`src/dpt_map.svh`:
```
// dpt_map.svh: constants for the dual programmable timer
// assumes: included by the timer module only
`ifndef DPT_MAP_SVH
`define DPT_MAP_SVH

// ------------------------------------------------------------
// register offsets (plain port, word index)
// ------------------------------------------------------------
`define DPT_REG_CTRL      4'h0
`define DPT_REG_T0_MODE   4'h1
`define DPT_REG_T1_MODE   4'h2
`define DPT_REG_T0_RELOAD 4'h3
`define DPT_REG_T1_RELOAD 4'h4
`define DPT_REG_T0_COUNT  4'h5
`define DPT_REG_T1_COUNT  4'h6
`define DPT_REG_IRQ       4'h7

// ------------------------------------------------------------
// ctrl fields
// ------------------------------------------------------------
`define DPT_CTRL_T0_SRC   0
`define DPT_CTRL_T1_SRC   1
`define DPT_CTRL_OUT_EN   2
`define DPT_CTRL_CHAN     3
`define DPT_CTRL_CASCADE  4
`define DPT_CTRL_LATCH7   5
`define DPT_CTRL_LATCH6   6

// ------------------------------------------------------------
// mode fields (t0 and t1 share run/preload/continuous/div)
// ------------------------------------------------------------
`define DPT_MODE_RUN      0
`define DPT_MODE_PRELOAD  1
`define DPT_MODE_CONT     2
`define DPT_MODE_DIV_LO   3
`define DPT_MODE_DIV_HI   4
`define DPT_MODE_POL      5
`define DPT_MODE_FUNC     6
`define DPT_MODE_EVENT    7

// ------------------------------------------------------------
// irq fields: flags 0..1 (write 1 clears), enables 2..3, prio 4..7
// ------------------------------------------------------------
`define DPT_IRQ_FLAG0     0
`define DPT_IRQ_FLAG1     1
`define DPT_IRQ_EN0       2
`define DPT_IRQ_EN1       3
`define DPT_IRQ_PRIO0_LO  4
`define DPT_IRQ_PRIO1_LO  6

// ------------------------------------------------------------
// prescaler ratios, vectors, filter tick
// ------------------------------------------------------------
`define DPT_DIV_1         2'h0
`define DPT_DIV_4         2'h1
`define DPT_DIV_16        2'h2
`define DPT_DIV_64        2'h3
`define DPT_DIV_MAX       6'h3f
`define DPT_DIV_MASK_4    6'h03
`define DPT_DIV_MASK_16   6'h0f
`define DPT_VEC_T1        24'h000006
`define DPT_VEC_T0        24'h000008
`define DPT_FILT_EDGES    2'h2

`endif

```
`src/dpt_pkg.sv`:
```
// dpt_pkg.sv: types for the dual programmable timer
// assumes: nothing; does not use the map header
package dpt_pkg;

	// per timer control bits
	typedef struct packed {
		logic       event_mode;
		logic       function_sel;
		logic       input_polarity;
		logic [1:0] div_sel;
		logic       continuous;
		logic       run;
	} dpt_tmr_cfg_t;

	// interrupt bits
	typedef struct packed {
		logic [1:0] prio1;
		logic [1:0] prio0;
		logic       en1;
		logic       en0;
		logic       flag1;
		logic       flag0;
	} dpt_irq_t;

	// whole state of the timer block
	typedef struct packed {
		logic [1:0]   rst_sync;
		dpt_tmr_cfg_t cfg0;
		dpt_tmr_cfg_t cfg1;
		logic         t0_src_sel;
		logic         t1_src_sel;
		logic         out_en;
		logic         out_chan;
		logic         cascade_16bit;
		logic         out_port_latch7;
		logic         out_port_latch6;
		logic [7:0]   reload0;
		logic [7:0]   reload1;
		logic [7:0]   count0;
		logic [7:0]   count1;
		logic [5:0]   pre0;
		logic [5:0]   pre1;
		dpt_irq_t     irq;
		logic [1:0]   in_sync;
		logic         in_prev;
		logic         filt_level;
		logic [1:0]   filt_cnt;
		logic         tick_sync;
		logic         tick_prev;
		logic         halfrate;
		logic [7:0]   rdata;
		logic         req0;
		logic         req1;
		logic         pin7;
		logic         pin6;
	} dpt_state_t;

endpackage

```
`src/dpt_timer.sv`:
```
// dpt_timer.sv: two 8-bit down timers, cascadable to 16 bits
// assumes: all inputs synchronous to MCLK_IN except ext input pin;
// oscillator inputs are enable-rate strobes in the MCLK_IN domain
//
// Behaviour
// - source-select 0 takes low-speed oscillator, 1 takes high-speed one
// - cascaded mode uses only timer 0 source select
// - ratio field 11/10/01/00 divides by 64/16/4/1
// - source reaches prescaler only while run bit set; output decrements
// - cascaded mode uses only timer 0 ratio field
// - event mode: timer 0 counts input edges; cascade gives 16-bit counter
// - event mode ignores timer 0 ratio field
// - event edge falling when polarity 0, rising when 1
// - noise filter counts at second 2048 Hz falling edge after change
// - function select without event mode gives pulse-width measurement
// - pulse-width counts prescaled clock only while input at polarity
// - underflow sets own flag; request only when enabled
// - each interrupt carries two-bit priority 0 to 3
// - timer 1 vector 000006h, timer 0 vector 000008h
// - cascaded mode never sets timer 0 flag; 16-bit underflow sets 1
// - half-rate output toggles on each selected underflow
// - channel bit picks timer 0/1; cascaded forces 16-bit underflow
// - enable 1 drives pin7 signal, pin6 inverse; else pin7 high, pin6 low (here pin7 is ANDed with latch7 bit, and is latch7 alone when off)
// - enable gates output unsynchronised; glitch up to half cycle (here the gating is registered, no glitch)
// - underflow reloads counter from reload register
// - one-shot: reload, stop, hardware clears run bit
// - cascade: timer 0 low, timer 1 high byte, timer 1 run held 0
// - writing 1 to preload copies reload value into counter
//
// The address map and the plain strobed port are this design's own decisions.
`timescale 1ns/1ps
`include "dpt_map.svh"

module dpt_timer (
	input  wire logic        MCLK_IN,
	input  wire logic        ARST_N_IN,
	input  wire logic        LOW_SPEED_OSC_IN,
	input  wire logic        HIGH_SPEED_OSC_IN,
	input  wire logic        TICK_2048_IN,
	input  wire logic        EXT_INPUT_PIN_IN,
	input  wire logic [3:0]  ADDR_IN,
	input  wire logic [7:0]  WDATA_IN,
	input  wire logic        WR_IN,
	input  wire logic        RD_IN,
	output logic      [7:0]  RDATA_OUT,
	output logic             T0_IRQ_REQ_OUT,
	output logic             T1_IRQ_REQ_OUT,
	output logic      [1:0]  T0_IRQ_PRIO_OUT,
	output logic      [1:0]  T1_IRQ_PRIO_OUT,
	output logic      [23:0] T0_IRQ_VEC_OUT,
	output logic      [23:0] T1_IRQ_VEC_OUT,
	output logic             T1_UNDERFLOW_OUT,
	output logic             OUT_PORT_PIN7_OUT,
	output logic             OUT_PORT_PIN6_OUT
);

	dpt_pkg::dpt_state_t s;
	dpt_pkg::dpt_state_t next_s;
	logic                rst_n;
	logic                src0;
	logic                src1;
	logic                tick0;
	logic                tick1;
	logic                ext_lvl;
	logic                ext_edge;
	logic                ext_act;
	logic                dec0;
	logic                dec1;
	logic                uf0;
	logic                uf1;
	logic                sel_uf;
	logic                wr_mode0;
	logic                wr_mode1;

	assign rst_n = s.rst_sync[1];

	// ------------------------------------------------------------
	// prescalers, input conditioning, counters
	// ------------------------------------------------------------
	function automatic logic pre_hit(input logic [1:0] d,
	                                 input logic [5:0] c);
		logic r;
		r = 1'b0;
		unique case (d)
			`DPT_DIV_1:  r = 1'b1;
			`DPT_DIV_4:  r = ((c & `DPT_DIV_MASK_4) == `DPT_DIV_MASK_4);
			`DPT_DIV_16: r = ((c & `DPT_DIV_MASK_16) == `DPT_DIV_MASK_16);
			`DPT_DIV_64: r = (c == `DPT_DIV_MAX);
		endcase
		return r;
	endfunction

	always_comb begin
		// source select, timer 0 bit in cascade
		src0 = s.t0_src_sel ? HIGH_SPEED_OSC_IN : LOW_SPEED_OSC_IN;
		src1 = s.cascade_16bit ? src0 :
		       (s.t1_src_sel ? HIGH_SPEED_OSC_IN : LOW_SPEED_OSC_IN);
		src0 = src0 & s.cfg0.run;
		src1 = src1 & s.cfg1.run;
		// ratio, timer 0 field in cascade
		tick0 = src0 & pre_hit(s.cfg0.div_sel, s.pre0);
		tick1 = src1 & pre_hit(s.cascade_16bit ? s.cfg0.div_sel
		                       : s.cfg1.div_sel, s.pre1);
		ext_lvl = s.cfg0.event_mode && s.cfg0.function_sel ?
		          s.filt_level : s.in_sync[1];
		// falling for polarity 0, rising for 1
		ext_edge = (s.in_prev != ext_lvl) &&
		           (ext_lvl == s.cfg0.input_polarity);
		ext_act = s.in_sync[1] == s.cfg0.input_polarity;
		if (s.cfg0.event_mode)
			dec0 = s.cfg0.run & ext_edge;
		// pulse width gated by input level
		else if (s.cfg0.function_sel)
			dec0 = tick0 & ext_act;
		else
			dec0 = tick0;
		uf0 = dec0 && (s.count0 == 8'h00);
		// cascade: high byte steps on low byte underflow
		if (s.cascade_16bit) begin
			dec1 = uf0;
			uf1 = uf0 && (s.count1 == 8'h00);
		end else begin
			dec1 = tick1;
			uf1 = dec1 && (s.count1 == 8'h00);
		end
		sel_uf = (s.cascade_16bit || s.out_chan) ? uf1 : uf0;
	end

	always_comb begin
		wr_mode0 = WR_IN && ADDR_IN == `DPT_REG_T0_MODE;
		wr_mode1 = WR_IN && ADDR_IN == `DPT_REG_T1_MODE;
		next_s = s;
		next_s.rst_sync = {s.rst_sync[0], 1'b1};
		next_s.in_sync = {s.in_sync[0], EXT_INPUT_PIN_IN};
		next_s.in_prev = ext_lvl;
		next_s.tick_sync = TICK_2048_IN;
		next_s.tick_prev = s.tick_sync;
		// accept change at second falling tick edge
		if (s.in_sync[1] == s.filt_level)
			next_s.filt_cnt = 2'h0;
		else if (s.tick_prev && !s.tick_sync) begin
			if (s.filt_cnt + 2'h1 == `DPT_FILT_EDGES) begin
				next_s.filt_level = s.in_sync[1];
				next_s.filt_cnt = 2'h0;
			end else
				next_s.filt_cnt = s.filt_cnt + 2'h1;
		end
		if (src0)
			next_s.pre0 = s.pre0 + 6'h01;
		if (src1)
			next_s.pre1 = s.pre1 + 6'h01;
		// reload on underflow; cascaded low byte borrows
		if (dec0)
			next_s.count0 = (uf0 && (uf1 || !s.cascade_16bit)) ?
			                s.reload0 : s.count0 - 8'h01;
		if (dec1)
			next_s.count1 = uf1 ? s.reload1 : s.count1 - 8'h01;
		if (uf0 && !s.cascade_16bit && !s.cfg0.continuous)
			next_s.cfg0.run = 1'b0;
		if (uf1 && !s.cfg0.continuous && s.cascade_16bit)
			next_s.cfg0.run = 1'b0;
		if (uf1 && !s.cascade_16bit && !s.cfg1.continuous)
			next_s.cfg1.run = 1'b0;
		if (sel_uf)
			next_s.halfrate = !s.halfrate;

		// register writes
		if (WR_IN) begin
			unique case (ADDR_IN)
				`DPT_REG_CTRL: begin
					next_s.t0_src_sel = WDATA_IN[`DPT_CTRL_T0_SRC];
					next_s.t1_src_sel = WDATA_IN[`DPT_CTRL_T1_SRC];
					next_s.out_en = WDATA_IN[`DPT_CTRL_OUT_EN];
					next_s.out_chan = WDATA_IN[`DPT_CTRL_CHAN];
					next_s.cascade_16bit = WDATA_IN[`DPT_CTRL_CASCADE];
					next_s.out_port_latch7 = WDATA_IN[`DPT_CTRL_LATCH7];
					next_s.out_port_latch6 = WDATA_IN[`DPT_CTRL_LATCH6];
				end
				`DPT_REG_T0_RELOAD: next_s.reload0 = WDATA_IN;
				`DPT_REG_T1_RELOAD: next_s.reload1 = WDATA_IN;
				`DPT_REG_IRQ: begin
					next_s.irq.en0 = WDATA_IN[`DPT_IRQ_EN0];
					next_s.irq.en1 = WDATA_IN[`DPT_IRQ_EN1];
					next_s.irq.prio0 = WDATA_IN[`DPT_IRQ_PRIO0_LO +: 2];
					next_s.irq.prio1 = WDATA_IN[`DPT_IRQ_PRIO1_LO +: 2];
					if (WDATA_IN[`DPT_IRQ_FLAG0])
						next_s.irq.flag0 = 1'b0;
					if (WDATA_IN[`DPT_IRQ_FLAG1])
						next_s.irq.flag1 = 1'b0;
				end
				default: ;
			endcase
		end
		if (wr_mode0) begin
			next_s.cfg0 = '{event_mode: WDATA_IN[`DPT_MODE_EVENT],
			    function_sel: WDATA_IN[`DPT_MODE_FUNC],
			    input_polarity: WDATA_IN[`DPT_MODE_POL],
			    div_sel: WDATA_IN[`DPT_MODE_DIV_HI:`DPT_MODE_DIV_LO],
			    continuous: WDATA_IN[`DPT_MODE_CONT],
			    run: WDATA_IN[`DPT_MODE_RUN]};
			if (WDATA_IN[`DPT_MODE_PRELOAD]) begin
				next_s.count0 = s.reload0;
				next_s.pre0 = 6'h00;
			end
		end
		if (wr_mode1) begin
			next_s.cfg1.div_sel = WDATA_IN[`DPT_MODE_DIV_HI:`DPT_MODE_DIV_LO];
			next_s.cfg1.continuous = WDATA_IN[`DPT_MODE_CONT];
			next_s.cfg1.run = WDATA_IN[`DPT_MODE_RUN];
			if (WDATA_IN[`DPT_MODE_PRELOAD]) begin
				next_s.count1 = s.reload1;
				next_s.pre1 = 6'h00;
			end
		end
		// timer 1 run held at 0 in cascade
		if (next_s.cascade_16bit)
			next_s.cfg1.run = 1'b0;
		// set beats clear; no timer 0 flag in cascade
		if (uf0 && !s.cascade_16bit)
			next_s.irq.flag0 = 1'b1;
		if (uf1)
			next_s.irq.flag1 = 1'b1;

		// request gated by enable, registered from next state
		next_s.req0 = next_s.irq.flag0 & next_s.irq.en0;
		next_s.req1 = next_s.irq.flag1 & next_s.irq.en1;
		// registered gating, so no glitch; pin6 latch ignored
		next_s.pin7 = next_s.out_port_latch7 &
		              (next_s.out_en ? next_s.halfrate : 1'b1);
		next_s.pin6 = next_s.out_en & !next_s.halfrate;

		// read data, registered: stands the cycle after the strobe
		next_s.rdata = 8'h00;
		if (RD_IN) begin
			unique case (ADDR_IN)
				`DPT_REG_CTRL: next_s.rdata = {1'b0, s.out_port_latch6,
				    s.out_port_latch7, s.cascade_16bit, s.out_chan,
				    s.out_en, s.t1_src_sel, s.t0_src_sel};
				`DPT_REG_T0_MODE: next_s.rdata = {s.cfg0.event_mode,
				    s.cfg0.function_sel, s.cfg0.input_polarity,
				    s.cfg0.div_sel, s.cfg0.continuous, 1'b0, s.cfg0.run};
				`DPT_REG_T1_MODE: next_s.rdata = {3'h0, s.cfg1.div_sel,
				    s.cfg1.continuous, 1'b0, s.cfg1.run};
				`DPT_REG_T0_RELOAD: next_s.rdata = s.reload0;
				`DPT_REG_T1_RELOAD: next_s.rdata = s.reload1;
				`DPT_REG_T0_COUNT: next_s.rdata = s.count0;
				`DPT_REG_T1_COUNT: next_s.rdata = s.count1;
				`DPT_REG_IRQ: next_s.rdata = s.irq;
				default: next_s.rdata = 8'h00;
			endcase
		end
	end

	// ------------------------------------------------------------
	// state register
	// ------------------------------------------------------------
	always_ff @(posedge MCLK_IN or negedge ARST_N_IN) begin
		if (!ARST_N_IN)
			s <= '0;
		else if (!rst_n) begin
			s <= '0;
			s.rst_sync <= next_s.rst_sync;
		end else
			s <= next_s;
	end

	// ------------------------------------------------------------
	// outputs: all from flip-flops except the constant vectors
	// ------------------------------------------------------------
	assign RDATA_OUT = s.rdata;
	assign T0_IRQ_REQ_OUT = s.req0;
	assign T1_IRQ_REQ_OUT = s.req1;
	assign T0_IRQ_PRIO_OUT = s.irq.prio0;
	assign T1_IRQ_PRIO_OUT = s.irq.prio1;
	assign T0_IRQ_VEC_OUT = `DPT_VEC_T0;
	assign T1_IRQ_VEC_OUT = `DPT_VEC_T1;
	assign T1_UNDERFLOW_OUT = s.irq.flag1;
	// pin levels straight from their flops
	assign OUT_PORT_PIN7_OUT = s.pin7;
	assign OUT_PORT_PIN6_OUT = s.pin6;

endmodule // dpt_timer

```
`config.mk`:
```
export PLATFORM = sky130hd
export DESIGN_NAME = dpt_timer
export DESIGN_NICKNAME = d
export VERILOG_FILES = /design/src/dpt_pkg.sv /design/src/dpt_timer.sv
export VERILOG_INCLUDE_DIRS = /design/src
export SDC_FILE = /design/constraint.sdc
export NUM_CORES = 1
export LEC_CHECK = 0
export BUFFER_PORTS_ARGS = -buffer_cell sky130_fd_sc_hd__buf_2
export CORE_MARGIN = 3
export CORE_UTILIZATION = 48
export CTS_CLUSTER_DIAMETER = 40
export DETAILED_ROUTE_END_ITERATION = 8
export PLACE_DENSITY = 0.72
export SLEW_MARGIN = 20
export SYNTH_ARGS = -nofsm -noshare
export SYNTH_HDL_FRONTEND = slang
export SYNTH_SLANG_ARGS = --single-unit
```
`constraint.sdc`:
```
create_clock -name MCLK_IN -period 2.1 [get_ports MCLK_IN]
set_clock_uncertainty 0.15 [all_clocks]
set_input_delay 0.42 -clock MCLK_IN [delete_from_list [all_inputs] [get_ports MCLK_IN]]
set_output_delay 0.42 -clock MCLK_IN [all_outputs]
set_load 0.02 [all_outputs]
```
==> results.cfg <==
[status]
outcome = finished, violations left
violations = negative setup slack

[floorplan]
io-pin-count = 85
die_h_um = 114
num_rows = 38
die-area_um2 = 12900
die_w_um = 114
core-area_um2 = 11100
initial_utilization_pct = 50.3

[layout]
multi_input_area_um2 = 3050
utilization_pct = 64.4
antenna_cells = 0
nNetsFinal = 769
nFillCells = 922
synthToLayoutAreaGrowth_pct = 28.2
layout-drive-gt1-share_pct = 30.7
design_area_um2 = 7140
register_area_um2 = 2330

[sta]
hold_violations = 0
fmax_mhz = 425
worst_slew_pin_slew_ns = 0.495
rsz0062_at_grt = yes
holdWs_ns = 0.132
slew_headroom_pct = 66.8
setup_slack_ns = -0.253
fin_crit_sh_pct = 112
final_max_slew_viol_count = 0
fin_crit_ns = 2.35
setup_viol_count_final = 21

[setup_path]
crit_arrival_ns = 2.45
timing.rr.start = s[35]
worstPathRequired_ns = 2.20
r2r_cells = 7
path_class = reg -> reg
cp-end-kind = flop
rr_endpoint = s[43]
crit_start = s[35]
cp_max_fo = 4
startpoint_type = flop
r2r_slack_ns = -0.25

[drt]
drt-pass1-iter-count = 6
post-route-drc-count = 0
routed_wl_mm = 17.2
antenna_left = 0
wire_per_inst_um = 19.3
dr_total_vias = 5215
first_iter_violations = 475
routed_via_density = 5.86

[place]
dp.final_hpwl_mm = 12.6
place.port_buffers = 36
place_area_um2 = 6380
gp_congestion = 0.958

[synth]
syn_avg_cell_area_um2 = 8.94
synth_edf_count = 0
syn_area_um2 = 5570
yosys.area.top_type = dfrtp_1
synth_compound_area_share_pct = 14.4
yosys.cell_count.top_type = dfrtp_1
synth_fa_ha_area_share_pct = 0.899
synth_top_area_share_pct = 41.8
netlist-cell-type-count = 63
ys_seq_area_share_pct = 41.8
ys_warn_count = 0
synthCells = 623
synthTopCellsByArea = dfrtp_1, buf_4, mux2i_1
synth-async-reset-ratio_pct = 100
synthFlopType = dfrtp_1
synth_top_family_by_area = simple AND/OR/NAND/NOR gates
synthXorXnorAreaFrac_pct = 2.20
synthMuxAreaShare_pct = 7.66
ys_ff_latch = 93
synthTopCellsByCount = dfrtp_1, nand2_1, buf_4
synthSimpleGateAreaFrac_pct = 21.3

[global_routing]
grt_pass1_vias = 5053
grt_overflow = 0
antenna_found_initial = 1
grt_max_degree = 33
grtUsageTotal_pct = 26.6
grt_pass1_wl_mm = 26.5

[worst_hold_path]
min_to = next_s[13]
hp-class = in -> reg
min_from = TICK_2048_IN
hold_depth = 2

[power]
p_per_area_nw_per_um2 = 597
ir_drop_mv = 0.590
leakage_nw = 3.39

[run]
drv_cap = 0

[cts]
cts.sinks = 93
clkSlewWorstSetupHoldPaths_ns = 0.07
numCtsBuffers = 9
clock_path_buffers = 2
cts_tree = done
htree_levels = 3
clk_latency_ns = 0.35
cts_root_buffer = clkbuf_16
## cell usage in the layout (no fill, tap or decap), types with 5 or more instances in the layout
master and n:
nand2_1 64, nand4_1 6, nor3_2 6, xor2_1 8, conb_1 49, nand3_1 34
xnor2_1 5, nor2b_1 8, mux2_2 6, a21oi_1 38, and3_1 7, dfrtp_1 92
o21ai_0 7, inv_1 16, buf_6 9, a22oi_1 6, mux2i_1 31, buf_4 106
clkbuf_16 9, a221oi_1 9, a31oi_1 7, nor3_1 10, o21ai_1 6, and2_1 7
nor4_1 6, nor2_1 55, buf_2 35
## cell type report
type / count / share of cell area [%]
Multi-Input combinational cell: 468 / 42.7
Inverter: 18 / 0.947
Tap cell: 140 / 2.45
Sequential cell: 93 / 32.6
Clock buffer: 9 / 3.16
Timing Repair Buffer: 155 / 16.3
Clock inverter: 7 / 1.82
## power breakdown
part | total, mW | internal, mW | switching, mW
Sequential | 1.83 | 1.81 | 0.0200
Combinational | 0.476 | 0.158 | 0.318
Clock | 1.95 | 1.19 | 0.766
## cells by family after synthesis
group | count (synthesis)
DFF | 93
xor gates and xnor gates | 14
and+or+nand+nor | 239
adders and majority gates | 4
muxes | 39
buffers and inverters | 109
AOI/OAI and AO/OA | 123
other | 2
## worst max-delay path: stages, from the launching register on
cell and delay, ns:
dfrtp_1 0.36, ha_2 0.21, nor2_2 0.04, a2111o_1 0.43, or4_4 0.50, a31oi_4 0.20
xor2_1 0.08, o221a_2 0.27
## routing by layer
layer  GRT usage (%)  vias to the layer above  part of all wire [%]
met5               0                        -                 0.076
met4            11.1                        2                   3.1
met3            4.19                       40                   8.2
met2            42.2                      277                    48
met1            36.3                     2550                    41
li1                -                     2346                     -
## per-stage QoR
stage               setup TNS [ns]  power [mW]  cells  worst slack [ns]
global placement             -1.47        2.29    856            -0.208
global route                 -5.02        4.39    890            -0.315
CTS                          -2.49        4.24    876            -0.246
finish                       -3.24        4.26    890            -0.253
floorplan                   -0.381        2.17    670            -0.146
detailed placement           -2.75        2.30    856            -0.247
## repair_timing
item / 4_1_cts / 5_1_grt
hold buffers: 1 / 0
endpoints found under the setup margin: 22 / 23
gates resized for setup: 21 / 39
endpoints found under the hold margin: 28 / 0
pin swaps: 11 / 17
setup buffers: 3 / 14
## sequential cells by signal, summed over array words and instances (netlist names)
register	cells
rst_n	1
s	72
RDATA_OUT	8
T1_IRQ_PRIO_OUT	2
T0_IRQ_PRIO_OUT	2
T1_UNDERFLOW_OUT	1
T0_IRQ_REQ_OUT	1
OUT_PORT_PIN6_OUT	1
T1_IRQ_REQ_OUT	1
OUT_PORT_PIN7_OUT	1
next_s	3
## worst max-delay path by stage
stage	end	slack, ns	cells past startpoint
after global placement	s[43]	-0.21	7
final	s[43]	-0.25	7
after global routing	s[43]	-0.32	7
after detailed placement	s[53]	-0.25	7
after floorplan	s[43]	-0.15	6
after CTS	s[45]	-0.25	7
Note: power is estimated with default switching activity, not from simulation.
